`src/shared/stoc_pkg.sv`:
```
// package for the sweep trigger and output control block
// assumes a decoded command strobe with code and argument from a parser upstream
// Function
// - arm command moves the trigger machine from idle to armed
// - arm while not idle or continuous rearm on is ignored, error -213 logged
// - arm or triggered sweep checks sweep parameters; failure blocks arming, errors queued
// - continuous rearm returns to armed after each sweep; off after reset
// - enabling continuous rearm arms like an arm command and sets rearm flag
// - immediate trigger source makes arm start a sweep at once if idle of sweeps
// - retrace blank polarity selects positive when normal, negative when inverted; default normal
// - penlift relay normally open when normal, normally closed when inverted; default normal
// - ramp rests at bottom for start, at top for stop; default stop
// - ramp enable switches the horizontal ramp output; default off
// - ramp time accepted from 30 ms to 99 s or min/max; default 30 ms
// - writing ramp time also updates analog sweep time; both always equal
// - ramp time change is refused while a sweep is in progress
// - display enable shows or hides frequency, power, modulation; default shown
// - rf output enable switches rf output; default off
// - frequency change protection blanks rf during frequency changes; default on
// - retrace protection blanks rf during retrace; default off
// - output impedance query returns fixed 50 ohms, not settable
// - diagnostic query returns the instrument serial number
// - sweep completion returns to idle, or to armed with continuous rearm on
// - abort ends sweep, returns to idle at once, other settings untouched
package stoc_pkg;
   typedef enum logic [4:0] {
      STOC_CMD_NOP, STOC_CMD_ARM, STOC_CMD_TRIG_SWEEP, STOC_CMD_ABORT, STOC_CMD_CONT,
      STOC_CMD_BLANK_POL, STOC_CMD_PEN_POL, STOC_CMD_RAMP_REST, STOC_CMD_RAMP_EN,
      STOC_CMD_RAMP_TIME, STOC_CMD_RAMP_MIN, STOC_CMD_RAMP_MAX, STOC_CMD_DISP,
      STOC_CMD_RF_EN, STOC_CMD_FCBLANK, STOC_CMD_RTBLANK, STOC_CMD_TRIG_SRC,
      STOC_CMD_QUERY
   } stoc_cmd_t;
   typedef enum logic [3:0] {
      STOC_Q_BLANK_POL, STOC_Q_PEN_POL, STOC_Q_RAMP_REST, STOC_Q_RAMP_EN,
      STOC_Q_RAMP_TIME, STOC_Q_DISP, STOC_Q_RF_EN, STOC_Q_FCBLANK, STOC_Q_RTBLANK,
      STOC_Q_CONT, STOC_Q_IMPEDANCE, STOC_Q_SERIAL, STOC_Q_TRIG_STATE, STOC_Q_SWEEP_TIME
   } stoc_query_t;
   typedef enum logic [1:0] {STOC_SRC_IMM, STOC_SRC_BUS, STOC_SRC_HOLD} stoc_src_t;
   localparam int          STOC_ARG_W       = 32;
   // ramp time held in milliseconds
   localparam logic [31:0] STOC_RAMP_MIN_MS = 32'h0000_001E;
   localparam logic [31:0] STOC_RAMP_MAX_MS = 32'h0001_82B8;
   localparam logic [31:0] STOC_IMPED_OHMS  = 32'h0000_0032;
   localparam logic [15:0] STOC_ERR_INIT    = 16'hFF2B; // -213
   localparam logic [15:0] STOC_ERR_PARAM   = 16'hFF26; // -218, parameter out of range
   localparam logic [15:0] STOC_ERR_SETTING = 16'hFF23; // -221, settings conflict
   localparam logic        STOC_POL_NORMAL  = 1'b0;
   localparam logic        STOC_REST_STOP   = 1'b1;
   localparam logic        STOC_RST_RAMP_EN = 1'b0;
   localparam logic        STOC_RST_DISP    = 1'b1;
   localparam logic        STOC_RST_RF_EN   = 1'b0;
   localparam logic        STOC_RST_FCBLANK = 1'b1;
   localparam logic        STOC_RST_RTBLANK = 1'b0;
   localparam logic        STOC_RST_CONT    = 1'b0;
   typedef struct packed {
      stoc_cmd_t        code;
      stoc_query_t      query;
      logic [31:0]      arg;
   } stoc_req_t;
   typedef struct packed {
      logic        valid;
      logic [15:0] code;
   } stoc_err_t;
endpackage : stoc_pkg

```
`src/logic/stoc_top.sv`:
```
// sweep trigger state machine, rear panel control settings and rf output control
// assumes a parser delivers one decoded command per cmd_valid pulse on clk
`timescale 1ns/1ps
module stoc_top
#(
   parameter logic [31:0] SERIAL_NUMBER = 32'h0000_1234 // arbitrary value
)
(
   input  wire logic                clk,
   input  wire logic                rst,
   input  wire logic                cmd_valid,
   input  stoc_pkg::stoc_req_t      cmd,
   input  wire logic                bus_trigger,
   input  wire logic                sweep_done,
   input  wire logic                sweep_retrace,
   input  wire logic                freq_changing,
   input  wire logic                sweep_conflict,
   output logic                     resp_valid,
   output logic [31:0]              resp_data,
   output stoc_pkg::stoc_err_t      err,
   output logic                     armed,
   output logic                     sweeping,
   output logic                     sweep_start,
   output logic                     sweep_abort,
   output logic                     blank_out_pos,
   output logic                     blank_out_neg,
   output logic                     penlift_closed,
   output logic                     horizontal_ramp_output_en,
   output logic                     ramp_rest_top,
   output logic [31:0]              ramp_time_ms,
   output logic [31:0]              sweep_time_ms,
   output logic                     display_on,
   output logic                     rf_on
);
   typedef enum logic [1:0] {STOC_IDLE, STOC_ARMED, STOC_SWEEP} stoc_state_t;
   stoc_state_t state_q;
   logic        cont_q, blank_pol_q, pen_pol_q, rest_q, ramp_en_q, disp_q, rf_en_q;
   logic        fc_q, rt_q, start_q, abort_q, resp_valid_q;
   logic [31:0] ramp_q, resp_q;
   stoc_pkg::stoc_src_t src_q;
   stoc_pkg::stoc_err_t err_q, chk_err;
   logic        chk_ok, is_arm, is_cont_on, is_trig_sweep, is_abort, arm_req, trig_true;
   logic        ramp_wr;
   logic [31:0] ramp_val;

   assign is_arm     = cmd_valid && cmd.code == stoc_pkg::STOC_CMD_ARM;
   assign is_cont_on = cmd_valid && cmd.code == stoc_pkg::STOC_CMD_CONT && cmd.arg[0];
   assign is_trig_sweep = cmd_valid && cmd.code == stoc_pkg::STOC_CMD_TRIG_SWEEP;
   assign is_abort   = cmd_valid && cmd.code == stoc_pkg::STOC_CMD_ABORT;
   // continuous rearm on from idle counts as an arm
   assign arm_req    = (is_arm && !cont_q) || (is_cont_on && !cont_q);
   assign trig_true  = src_q == stoc_pkg::STOC_SRC_IMM ||
                       (src_q == stoc_pkg::STOC_SRC_BUS && bus_trigger);

   stoc_param_check u_check
   (
      .ramp_time_ms   (ramp_q),
      .sweep_conflict (sweep_conflict),
      .ok             (chk_ok),
      .err            (chk_err)
   );

   always_ff @(posedge clk or posedge rst)
   begin
      if (rst)
         state_q <= STOC_IDLE;
      else if (is_abort)
         state_q <= STOC_IDLE;
      else
      begin
         unique case (state_q)
            STOC_IDLE:
               if (((arm_req) || is_trig_sweep) && chk_ok)
                  state_q <= (is_trig_sweep || src_q == stoc_pkg::STOC_SRC_IMM)
                             ? STOC_SWEEP : STOC_ARMED;
            STOC_ARMED:
               if (trig_true)
                  state_q <= STOC_SWEEP;
            STOC_SWEEP:
               if (sweep_done)
                  state_q <= cont_q ? STOC_ARMED : STOC_IDLE;
            default:
               state_q <= STOC_IDLE;
         endcase
      end
   end

   // pulses toward the sweep generator
   always_ff @(posedge clk or posedge rst)
   begin
      if (rst)
      begin
         start_q <= 1'b0;
         abort_q <= 1'b0;
      end
      else
      begin
         start_q <= state_q != STOC_SWEEP && !is_abort &&
                    ((state_q == STOC_ARMED && trig_true) ||
                     (state_q == STOC_IDLE && (arm_req || is_trig_sweep) && chk_ok &&
                      (is_trig_sweep || src_q == stoc_pkg::STOC_SRC_IMM)));
         abort_q <= is_abort && state_q == STOC_SWEEP;
      end
   end

   // error reporting, one code per offending command
   always_ff @(posedge clk or posedge rst)
   begin
      if (rst)
         err_q <= '0;
      else
      begin
         err_q <= '0;
         if ((is_arm && (state_q != STOC_IDLE || cont_q)))
         begin
            err_q.valid <= 1'b1;
            err_q.code  <= stoc_pkg::STOC_ERR_INIT;
         end
         else if ((arm_req || is_trig_sweep) && state_q == STOC_IDLE && !chk_ok)
            err_q <= chk_err;
         else if (cmd_valid && cmd.code == stoc_pkg::STOC_CMD_RAMP_TIME &&
                  (cmd.arg < stoc_pkg::STOC_RAMP_MIN_MS ||
                   cmd.arg > stoc_pkg::STOC_RAMP_MAX_MS))
         begin
            err_q.valid <= 1'b1;
            err_q.code  <= stoc_pkg::STOC_ERR_PARAM;
         end
         else if (ramp_wr && state_q == STOC_SWEEP)
         begin
            err_q.valid <= 1'b1;
            err_q.code  <= stoc_pkg::STOC_ERR_SETTING;
         end
      end
   end

   // continuous rearm flag
   always_ff @(posedge clk or posedge rst)
   begin
      if (rst)
         cont_q <= stoc_pkg::STOC_RST_CONT;
      else if (cmd_valid && cmd.code == stoc_pkg::STOC_CMD_CONT)
         cont_q <= cmd.arg[0];
   end

   // plain settings; abort leaves them alone
   always_ff @(posedge clk or posedge rst)
   begin
      if (rst)
      begin
         blank_pol_q <= stoc_pkg::STOC_POL_NORMAL;
         pen_pol_q   <= stoc_pkg::STOC_POL_NORMAL;
         rest_q      <= stoc_pkg::STOC_REST_STOP;
         ramp_en_q   <= stoc_pkg::STOC_RST_RAMP_EN;
         disp_q      <= stoc_pkg::STOC_RST_DISP;
         rf_en_q     <= stoc_pkg::STOC_RST_RF_EN;
         fc_q        <= stoc_pkg::STOC_RST_FCBLANK;
         rt_q        <= stoc_pkg::STOC_RST_RTBLANK;
         src_q       <= stoc_pkg::STOC_SRC_IMM;
      end
      else if (cmd_valid)
      begin
         unique case (cmd.code)
            stoc_pkg::STOC_CMD_BLANK_POL: blank_pol_q <= cmd.arg[0];
            stoc_pkg::STOC_CMD_PEN_POL:   pen_pol_q   <= cmd.arg[0];
            stoc_pkg::STOC_CMD_RAMP_REST: rest_q      <= cmd.arg[0];
            stoc_pkg::STOC_CMD_RAMP_EN:   ramp_en_q   <= cmd.arg[0];
            stoc_pkg::STOC_CMD_DISP:      disp_q      <= cmd.arg[0];
            stoc_pkg::STOC_CMD_RF_EN:     rf_en_q     <= cmd.arg[0];
            stoc_pkg::STOC_CMD_FCBLANK:   fc_q        <= cmd.arg[0];
            stoc_pkg::STOC_CMD_RTBLANK:   rt_q        <= cmd.arg[0];
            stoc_pkg::STOC_CMD_TRIG_SRC:  src_q       <= stoc_pkg::stoc_src_t'(cmd.arg[1:0]);
            default:
            begin
            end
         endcase
      end
   end

   // ramp time; one register feeds both ramp and sweep time so they never differ
   always_comb
   begin
      ramp_wr  = 1'b0;
      ramp_val = cmd.arg;
      if (cmd_valid && cmd.code == stoc_pkg::STOC_CMD_RAMP_MIN)
      begin
         ramp_wr  = 1'b1;
         ramp_val = stoc_pkg::STOC_RAMP_MIN_MS;
      end
      else if (cmd_valid && cmd.code == stoc_pkg::STOC_CMD_RAMP_MAX)
      begin
         ramp_wr  = 1'b1;
         ramp_val = stoc_pkg::STOC_RAMP_MAX_MS;
      end
      else if (cmd_valid && cmd.code == stoc_pkg::STOC_CMD_RAMP_TIME)
         ramp_wr  = cmd.arg >= stoc_pkg::STOC_RAMP_MIN_MS &&
                    cmd.arg <= stoc_pkg::STOC_RAMP_MAX_MS;
   end

   always_ff @(posedge clk or posedge rst)
   begin
      if (rst)
         ramp_q <= stoc_pkg::STOC_RAMP_MIN_MS;
      else if (ramp_wr && state_q != STOC_SWEEP)
         ramp_q <= ramp_val;
   end

   // query answers, one cycle after the command
   always_ff @(posedge clk or posedge rst)
   begin
      if (rst)
      begin
         resp_valid_q <= 1'b0;
         resp_q       <= '0;
      end
      else
      begin
         resp_valid_q <= cmd_valid && cmd.code == stoc_pkg::STOC_CMD_QUERY;
         if (cmd_valid && cmd.code == stoc_pkg::STOC_CMD_QUERY)
         begin
            unique case (cmd.query)
               stoc_pkg::STOC_Q_BLANK_POL:  resp_q <= {31'h0, blank_pol_q};
               stoc_pkg::STOC_Q_PEN_POL:    resp_q <= {31'h0, pen_pol_q};
               stoc_pkg::STOC_Q_RAMP_REST:  resp_q <= {31'h0, rest_q};
               stoc_pkg::STOC_Q_RAMP_EN:    resp_q <= {31'h0, ramp_en_q};
               stoc_pkg::STOC_Q_RAMP_TIME,
               stoc_pkg::STOC_Q_SWEEP_TIME: resp_q <= ramp_q;
               stoc_pkg::STOC_Q_DISP:       resp_q <= {31'h0, disp_q};
               stoc_pkg::STOC_Q_RF_EN:      resp_q <= {31'h0, rf_en_q};
               stoc_pkg::STOC_Q_FCBLANK:    resp_q <= {31'h0, fc_q};
               stoc_pkg::STOC_Q_RTBLANK:    resp_q <= {31'h0, rt_q};
               stoc_pkg::STOC_Q_CONT:       resp_q <= {31'h0, cont_q};
               stoc_pkg::STOC_Q_IMPEDANCE:  resp_q <= stoc_pkg::STOC_IMPED_OHMS;
               stoc_pkg::STOC_Q_SERIAL:     resp_q <= SERIAL_NUMBER;
               stoc_pkg::STOC_Q_TRIG_STATE: resp_q <= {30'h0, state_q};
               default:                     resp_q <= '0;
            endcase
         end
      end
   end

   stoc_rf_gate u_rf
   (
      .clk           (clk),
      .rst           (rst),
      .rf_en         (rf_en_q),
      .fc_blank_en   (fc_q),
      .rt_blank_en   (rt_q),
      .freq_changing (freq_changing),
      .retrace       (sweep_retrace),
      .rf_on         (rf_on)
   );

   assign resp_valid    = resp_valid_q;
   assign resp_data     = resp_q;
   assign err           = err_q;
   assign armed         = state_q == STOC_ARMED;
   assign sweeping      = state_q == STOC_SWEEP;
   assign sweep_start   = start_q;
   assign sweep_abort   = abort_q;
   // blanking level only during retrace, sign from polarity
   assign blank_out_pos = sweep_retrace && blank_pol_q == stoc_pkg::STOC_POL_NORMAL;
   assign blank_out_neg = sweep_retrace && blank_pol_q != stoc_pkg::STOC_POL_NORMAL;
   // contact closes for a lift; inverted sense swaps the resting contact
   assign penlift_closed            = pen_pol_q ^ sweep_retrace;
   assign horizontal_ramp_output_en = ramp_en_q;
   assign ramp_rest_top             = rest_q;
   assign ramp_time_ms              = ramp_q;
   assign sweep_time_ms             = ramp_q;
   assign display_on                = disp_q;

   a_arm_from_idle: assert property (@(posedge clk) disable iff (rst)
      is_arm && !cont_q && state_q == STOC_IDLE && chk_ok && !is_abort
      |=> state_q != STOC_IDLE) else $error("arm did not leave idle");
   a_arm_refused: assert property (@(posedge clk) disable iff (rst)
      is_arm && (state_q != STOC_IDLE || cont_q)
      |=> err.valid && err.code == stoc_pkg::STOC_ERR_INIT) else $error("no -213");
   a_check_blocks: assert property (@(posedge clk) disable iff (rst)
      state_q == STOC_IDLE && !chk_ok |=> state_q == STOC_IDLE)
      else $error("armed with bad parameters");
   a_done_rearm: assert property (@(posedge clk) disable iff (rst)
      state_q == STOC_SWEEP && sweep_done && !is_abort
      |=> state_q == ($past(cont_q) ? STOC_ARMED : STOC_IDLE))
      else $error("wrong state after sweep");
   a_abort_idle: assert property (@(posedge clk) disable iff (rst)
      is_abort |=> state_q == STOC_IDLE && $stable(ramp_q)) else $error("abort failed");
   a_ramp_locked: assert property (@(posedge clk) disable iff (rst)
      state_q == STOC_SWEEP && !is_abort |=> $stable(ramp_q))
      else $error("ramp time changed in sweep");
   a_ramp_bounds: assert property (@(posedge clk) disable iff (rst)
      ramp_q >= stoc_pkg::STOC_RAMP_MIN_MS && ramp_q <= stoc_pkg::STOC_RAMP_MAX_MS)
      else $error("ramp time out of range");
   a_impedance_q: assert property (@(posedge clk) disable iff (rst)
      cmd_valid && cmd.code == stoc_pkg::STOC_CMD_QUERY &&
      cmd.query == stoc_pkg::STOC_Q_IMPEDANCE
      |=> resp_valid && resp_data == stoc_pkg::STOC_IMPED_OHMS)
      else $error("impedance wrong");
   a_query_pure: assert property (@(posedge clk) disable iff (rst)
      cmd_valid && cmd.code == stoc_pkg::STOC_CMD_QUERY && state_q != STOC_SWEEP
      && !trig_true |=> $stable(state_q)) else $error("query moved trigger");
   c_imm_arm: cover property (@(posedge clk) disable iff (rst)
      is_arm && state_q == STOC_IDLE ##1 state_q == STOC_SWEEP);
   c_cont_rearm: cover property (@(posedge clk) disable iff (rst)
      cont_q && state_q == STOC_SWEEP && sweep_done ##1 state_q == STOC_ARMED);
   c_abort_sweep: cover property (@(posedge clk) disable iff (rst)
      state_q == STOC_SWEEP && is_abort);
endmodule : stoc_top

```
`src/logic/stoc_param_check.sv`:
```
// sweep parameter compatibility and bounds check, combinational
// assumes the sweep sub-blocks report their own conflicts as a level
`timescale 1ns/1ps
module stoc_param_check
(
   input  wire logic [31:0]     ramp_time_ms,
   input  wire logic            sweep_conflict,
   output logic                 ok,
   output stoc_pkg::stoc_err_t  err
);
   always_comb
   begin
      ok       = 1'b1;
      err      = '0;
      if (ramp_time_ms < stoc_pkg::STOC_RAMP_MIN_MS ||
          ramp_time_ms > stoc_pkg::STOC_RAMP_MAX_MS)
      begin
         ok       = 1'b0;
         err.valid = 1'b1;
         err.code  = stoc_pkg::STOC_ERR_PARAM;
      end
      else if (sweep_conflict)
      begin
         ok       = 1'b0;
         err.valid = 1'b1;
         err.code  = stoc_pkg::STOC_ERR_SETTING;
      end
   end
endmodule : stoc_param_check

```
`src/logic/stoc_rf_gate.sv`:
```
// rf on/off gate with frequency change and retrace blanking
// assumes freq_changing and retrace come from logic on the same clock
`timescale 1ns/1ps
module stoc_rf_gate
(
   input  wire logic clk,
   input  wire logic rst,
   input  wire logic rf_en,
   input  wire logic fc_blank_en,
   input  wire logic rt_blank_en,
   input  wire logic freq_changing,
   input  wire logic retrace,
   output logic      rf_on
);
   logic rf_on_q;
   always_ff @(posedge clk or posedge rst)
   begin
      if (rst)
         rf_on_q <= 1'b0;
      else
         rf_on_q <= rf_en && !(fc_blank_en && freq_changing)
                    && !(rt_blank_en && retrace);
   end
   assign rf_on = rf_on_q;
   a_rf_blank_fc: assert property (@(posedge clk) disable iff (rst)
      fc_blank_en && freq_changing |=> !rf_on) else $error("rf on during freq change");
   a_rf_blank_rt: assert property (@(posedge clk) disable iff (rst)
      rt_blank_en && retrace |=> !rf_on) else $error("rf on during retrace");
   a_rf_follow: assert property (@(posedge clk) disable iff (rst)
      rf_en && !freq_changing && !retrace |=> rf_on) else $error("rf not on");
endmodule : stoc_rf_gate

```
`config.mk`:
```
export PLATFORM = sky130hd
export DESIGN_NAME = stoc_top
export DESIGN_NICKNAME = d
export VERILOG_FILES = /design/src/shared/stoc_pkg.sv /design/src/logic/stoc_top.sv /design/src/logic/stoc_param_check.sv /design/src/logic/stoc_rf_gate.sv
export SDC_FILE = /design/constraint.sdc
export NUM_CORES = 1
export LEC_CHECK = 0
export ABC_AREA = 1
export BUFFER_PORTS_ARGS = -buffer_cell sky130_fd_sc_hd__buf_4
export CAP_MARGIN = 40
export CELL_PAD_IN_SITES_DETAIL_PLACEMENT = 0
export CELL_PAD_IN_SITES_GLOBAL_PLACEMENT = 1
export CORE_UTILIZATION = 31
export DETAILED_ROUTE_END_ITERATION = 7
export HOLD_SLACK_MARGIN = 0.03
export PLACE_DENSITY = 0.77
export SYNTH_ARGS = -nofsm -noshare
export SYNTH_HDL_FRONTEND = slang
export SYNTH_SLANG_ARGS = --single-unit
```
`constraint.sdc`:
```
create_clock -name clk -period 2.5 [get_ports clk]
set_input_delay 0.375 -clock clk [delete_from_list [all_inputs] [get_ports clk]]
set_output_delay 0.375 -clock clk [all_outputs]
set_load 0.01 [all_outputs]
```
### Word-level counts from Yosys, hierarchy flattened

Index checks and enable logic that the tools add are counted.

| word-level totals | value |
|---|---|
| register bits | 98 |
| input bits | 49 |

| operators by class | value |
|---|---|
| reduce and logical (&&, ||, !) cells | 60 |
| equality and inequality tests | 37 |
| muxes and demuxes | 21 |
| order comparisons | 6 |
| bitwise operators | 2 |

Operators with widths:

| cell | number |
|---|---|
| 32-bit case mux with 13 select lines | 1 |
| 17-bit two-way mux | 6 |
| 32-bit by 17-bit greater-than comparator with 1-bit output, second input constant | 2 |
| 32-bit by 5-bit < comparator with 1-bit output, second input constant | 2 |
| 32-bit two-way mux | 2 |
| 5-bit by 4-bit equality test with 1-bit output, second input constant | 8 |
| 32-bit by 5-bit greater-or-equal comparator with 1-bit output, second input constant | 1 |
| 32-bit by 17-bit less-or-equal comparator with 1-bit output, second input constant | 1 |
| 1-bit logical AND | 32 |
| 4-bit equality test, second input constant | 6 |
| 5-bit by 3-bit equality test with 1-bit output, second input constant | 4 |
| 2-bit AND reduction | 9 |
| 4-bit by 3-bit equality test with 1-bit output, second input constant | 4 |
| 5-bit by 2-bit equality test with 1-bit output, second input constant | 2 |
| 5-bit equality test, second input constant | 2 |
| 2-bit two-way mux | 5 |
| 4-bit by 2-bit equality test with 1-bit output, second input constant | 2 |
| 1-bit logical OR | 8 |
| 1-bit two-way mux | 6 |
| 2-bit case mux with 3 select lines | 1 |
| 5-bit by 1-bit equality test with 1-bit output, second input constant | 1 |
| 1-bit logical NOT | 5 |
| 2-bit by 1-bit equality test with 1-bit output, second input constant | 2 |
| 4-bit by 1-bit equality test with 1-bit output, second input constant | 1 |
| other kinds (12) | 13 |

### Longest topological paths before layout

| logic depth | value |
|---|---|
| word-level depth | 11 |
| depth in mapped cells | 14 |
| mapped depth without buffers | 14 |

### Cells and area by module

From an unflattened synthesis, not the netlist that was laid out.

| second synthesis, totals | value |
|---|---|
| cells, all modules | 665 |
| area, all modules | 5195.0 um2 |

Modules (own cells, without submodules):

| module | area each (um2) | instances | cells each |
|---|---|---|---|
| stoc_top | 4783.3 | 1 | 589 |
| stoc_param_check | 364.1 | 1 | 69 |
| stoc_rf_gate | 47.5 | 1 | 7 |

### Worst setup path after synthesis

OpenSTA, ideal clock, no wires.

| timing | value |
|---|---|
| path type | input to register |
| from | input port cmd[18] in the netlist's numbering |
| to | register ramp_q[15] (netlist: ramp_time_ms[15]) |
| buffers on the path | 1 |
| arrival | 1.402 ns |
| setup time | 0.117 ns |
| cell stages on the path | 9 |
| path slack | 0.981 ns |
| path through | or2_0 nor3_2 nand2_1 o21a_1 nand3_2 nand2_4 buf_4 nand3_1 nand2_1 |

| on the way | value |
|---|---|
| longest elaborated chain between the ends | 6 |
| elaborated cells between the ends (all ways) | 7 |
| classes of those cells | order compare: 2; mux: 3; reduce/logical: 2 |

Ends and longest elaborated chain:

| element | line | source |
|---|---|---|
| start, declared | stoc_top.sv:12 | `input stoc_pkg::stoc_req_t cmd,` |
| 32-bit by 5-bit greater-or-equal comparator with 1-bit output or 32-bit by 17-bit less-or-equal comparator with 1-bit output (tied branches) | stoc_top.sv:195, stoc_top.sv:196 |  |
| 1-bit logical AND * | stoc_top.sv:195 | `ramp_wr = cmd.arg >= stoc_pkg::STOC_RAMP_MIN_MS &&` |
| 1-bit two-way mux * | stoc_top.sv:194 | `else if (cmd_valid && cmd.code == stoc_pkg::STOC_CMD_RAMP_TIME)` |
| 1-bit two-way mux * | stoc_top.sv:189 | `else if (cmd_valid && cmd.code == stoc_pkg::STOC_CMD_RAMP_MAX)` |
| 1-bit two-way mux * | stoc_top.sv:184 | `if (cmd_valid && cmd.code == stoc_pkg::STOC_CMD_RAMP_MIN)` |
| 1-bit logical AND * | stoc_top.sv:203 | `else if (ramp_wr && state_q != STOC_SWEEP)` |
| end signal, assigned | stoc_top.sv:202 | `ramp_q <= stoc_pkg::STOC_RAMP_MIN_MS;` |
| end signal, assigned | stoc_top.sv:204 | `ramp_q <= ramp_val;` |
| end, declared | stoc_top.sv:39 | `logic [31:0] ramp_q, resp_q;` |

Mark *: on every way between the ends. The rest lies on a longest branch, timed or not.
A chain may end at the register's enable or synchronous reset.

### Final worst setup path

| timing | value |
|---|---|
| from | register ramp_q[4] (netlist: ramp_time_ms[4]) |
| to | register err_q (netlist bit err[14]) |

| on the way | value |
|---|---|
| longest elaborated chain between the ends | 7 |
| elaborated cells between the ends (all ways) | 9 |
| classes of those cells | order compare: 2; mux: 4; reduce/logical: 3 |

Ends and longest elaborated chain:

| element | line | source |
|---|---|---|
| 32-bit by 5-bit < comparator with 1-bit output or 32-bit by 17-bit greater-than comparator with 1-bit output (tied branches) | stoc_param_check.sv:15, stoc_param_check.sv:16 |  |
| 1-bit logical OR * | stoc_param_check.sv:15 | `if (ramp_time_ms < stoc_pkg::STOC_RAMP_MIN_MS \|\|` |
| 1-bit two-way mux | stoc_param_check.sv:15 |  |
| 1-bit logical NOT | stoc_top.sv:119 | `else if ((arm_req \|\| is_trig_sweep) && state_q == STOC_IDLE && !chk_ok)` |
| 1-bit logical AND | stoc_top.sv:119 |  |
| 17-bit two-way mux * | stoc_top.sv:119 |  |
| 17-bit two-way mux * | stoc_top.sv:114 | `if ((is_arm && (state_q != STOC_IDLE \|\| cont_q)))` |
| end signal, assigned | stoc_top.sv:120 | `err_q <= chk_err;` |
| end, declared | stoc_top.sv:41 | `stoc_pkg::stoc_err_t err_q, chk_err;` |

Marked as above.

==> out/qor.csv <==
stage;metric;value;unit
routing;detail-route-antenna-nets;0;
sta;worst-slew-pin-transition;0.746;ns
flow_run;drv_cap;0;
clock_tree;htree_num_levels;3;
grt;grt_util_all_layers;17.4;%
pwr;power.density_cell_area;681;nW/um^2
setup_path;timing.critical_path.from_type;flop;
yosys;synthesized_area_divided_by_synthesized_cell_count;7.66;sq um
die;start_util;32.3;%
clock_tree;cts.sink_count;85;
clock_tree;cts_post_setup_buffers_inserted;0;
setup_path;worst-endpoint-required;2.72;ns
setup_path;regToRegStartpoint;ramp_time_ms[4]$_DFFE_PP1P_;
yosys;ys_ff_latch;85;
worst_hold_path;worst_min_delay_path_category;in -> async;
yosys;synth_commonest_cells;sky130_fd_sc_hd__nand2_1, sky130_fd_sc_hd__dfrtp_1, sky130_fd_sc_hd__inv_1;
yosys;postSynth.asyncResetShare;100;%
die;io_pins;174;
grt;antenna_violations_before_repair;0;
sta;max_freq;571;MHz
yosys;most_common_cell_in_the_netlist;sky130_fd_sc_hd__nand2_1;
sta;final-hold-violation-count;0;
clock_tree;hold_buffers;0;
cells_and_area;nets;771;
yosys;synth_area;4570;sq um
clock_tree;cts_max_path_buffers;2;
yosys;synth-seq-area-share;46.8;%
yosys;yosys.area.top_type;sky130_fd_sc_hd__dfrtp_1;
yosys;post_synth_main_area_contributors;sky130_fd_sc_hd__dfrtp_1, sky130_fd_sc_hd__nand2_1, sky130_fd_sc_hd__buf_4;
die;floorplan.rows;43;
yosys;yosysTopAreaCellShare;42.8;%
sta;finalSetupViolations;0;
die;fp.dieH;123;um
routing;drcViolationCount;0;
clock_tree;clock_tree_from_tritoncts;built;
clock_tree;clock-root-buffer;sky130_fd_sc_hd__clkbuf_16;
sta;final.period_utilization;70.0;%
cells_and_area;multi_input_comb_area;1710;sq um
cells_and_area;regArea;2140;sq um
cells_and_area;post_route_cells_drive_above_1_share;29.4;%
clock_tree;cts_made_buffers;9;
cells_and_area;area_growth_syn_to_layout;31.5;%
sta;clock_skew;0.00913;ns
sta;finalCriticalPeriod;1.75;ns
sta;slew_violations;0;
die;design.die.area;15200;sq um
cells_and_area;n_fill_cell;1454;
placement;placement.io_buffers;170;
die;floorplan.core_area;14100;sq um
yosys;ys.flop_type;sky130_fd_sc_hd__dfrtp_1;
routing;routedWlPerCell;14.2;um
placement;hpwlAfterDp;9.92;mm
sta;rsz0062_at_grt;no;
clock_tree;insertion_delay;0.34;ns
pwr;p_leak;3.24;nW
pwr;report.power.total;0.00409;W
routing;drtPass1Iterations;5;
yosys;gate_count_post_synth;596;
setup_path;r2r_setup_slack;0.75;ns
clock_tree;clkTransAtPathRegs;0.06;ns
sta;totalNegativeSetupSlack;0;ns
die;die_width;123;um
routing;route.final.wire_length;12.9;mm
routing;detail_route.vias_per_cell;4.69;
setup_path;critical_path_class;reg -> reg;
setup_path;launching_instance_or_port_of_the_critical_path;ramp_time_ms[4]$_DFFE_PP1P_;
setup_path;cp-end-kind;flop;
grt;number_of_global_route_vias_before_repair;4042;
grt;grt_max_degree;53;
pwr;vdd_ir_drop_max;0.327;mV
setup_path;crit_path_max_fanout;5;
yosys;synth_edf_count;0;
grt;grt_overflow;0;
placement;gp_routability_congestion;0.878;
cells_and_area;diode_count;0;
yosys;synth.distinct_cells;34;
setup_path;endpoint_arrival_time_on_the_critical_path;1.97;ns
yosys;synth_warnings;0;
sta;timing.max_slew.rel_slack;50.2;%
routing;vias_post_dr;4257;
outcome;outcome;finished, final reports clean;
clock_tree;cts_repair_resize_count;0;
grt;grt_pass1_wl;20.3;mm
setup_path;timing.reg2reg.worst_path_depth;11;
routing;drt_first_iter_violations;292;
==> power by group <==
| part | total [W] | switching, W | internal (W) |
|---|---|---|---|
| registers | 0.00179 | 0.000225 | 0.00157 |
| logic | 0.00106 | 0.000551 | 0.000512 |
| clock network | 0.00124 | 0.000554 | 0.000681 |
==> worst paths after layout <==
kind,end
setup / recovery,err[14]$_DFF_PP0_
hold / removal,u_rf.rf_on$_DFF_PP0_
setup reg to reg,err[14]$_DFF_PP0_
hold reg to reg,resp_data[24]$_DFFE_PP0P_
max in group asynchronous,err[2]$_DFF_PP0_
min in group clk,u_rf.rf_on$_DFF_PP0_
==> metal layers <==
layer	up-vias	track usage [%]	share of wire, %
met5	-	0	0
met1	2002	23.7	47
met2	153	28.3	47
met3	9	2.95	5.5
met4	0	4.67	0.97
li1	2093	-	-
==> flip-flops by register name, summed over array words and instances (netlist names), 2 cells and up <==
signal and flops:
ramp_time_ms 32, err 4, state_q 2, src_q 2, resp_data 32
==> through the flow <==
step	utilization, %	setup WS, ns	hold WS, ns	std cells	instance area, sq um
6_report	42.4	0.750	0.119	907	6000
5_1_grt	42.4	0.566	0.160	907	6000
4_1_cts	42.4	0.767	0.132	907	6000
3_5_place_dp	40.5	0.446	0.472	891	5730
3_3_place_gp	40.5	0.534	0.467	891	5730
2_1_floorplan	-	0.981	0.437	598	4580
==> placed cells by master (no fill, tap or decap), drive strengths merged <==
master      n
xor2        1
conb        3
nand4       7
a31oi       4
inv        78
o21a        1
o31ai      21
nand2     157
nand3b      3
dfstp       7
a221oi      2
clkbuf     10
a21oi      30
nor3        6
o21bai      1
o311ai      1
o21ai      22
dfrtp      78
clkinv      3
clkinvlp    3
or2         3
nor2       68
o22ai       1
buf       177
nand3      40
==> final cells by class <==
type / instances / area share, %
Inverter: 78 / 4.94
Clock buffer: 10 / 3.81
Multi-Input combinational cell: 371 / 28.6
Tap cell: 180 / 3.75
Clock inverter: 6 / 0.813
Sequential cell: 85 / 35.6
Timing Repair Buffer: 177 / 22.6
==> worst max-delay path: stages, from the launching register on <==
cell and delay (ns):
sky130_fd_sc_hd__dfstp_2 0.61, sky130_fd_sc_hd__nand2_1 0.11, sky130_fd_sc_hd__inv_1 0.07, sky130_fd_sc_hd__nand2_1 0.04, sky130_fd_sc_hd__nor2_1 0.11, sky130_fd_sc_hd__nand2_1 0.06, sky130_fd_sc_hd__nand3_1 0.12, sky130_fd_sc_hd__nand2_1 0.08
sky130_fd_sc_hd__o21ai_0 0.16, sky130_fd_sc_hd__nand2_1 0.13, sky130_fd_sc_hd__nor2_1 0.10, sky130_fd_sc_hd__nand2_1 0.05
==> kinds of logic (layout without fill, tap and decap cells) <==
logic type             after synthesis  count (layout)  synth area share, %
AND/OR/NAND/NOR                    284             284                 26.2
buffers and inverters              142             271                 15.9
flip-flops                          85              85                 46.8
AO/OA/AOI/OAI                       83              83                 10.8
other                                1               3               0.0821
XOR/XNOR                             1               1                0.192
(Power assumes the default switching activity.)
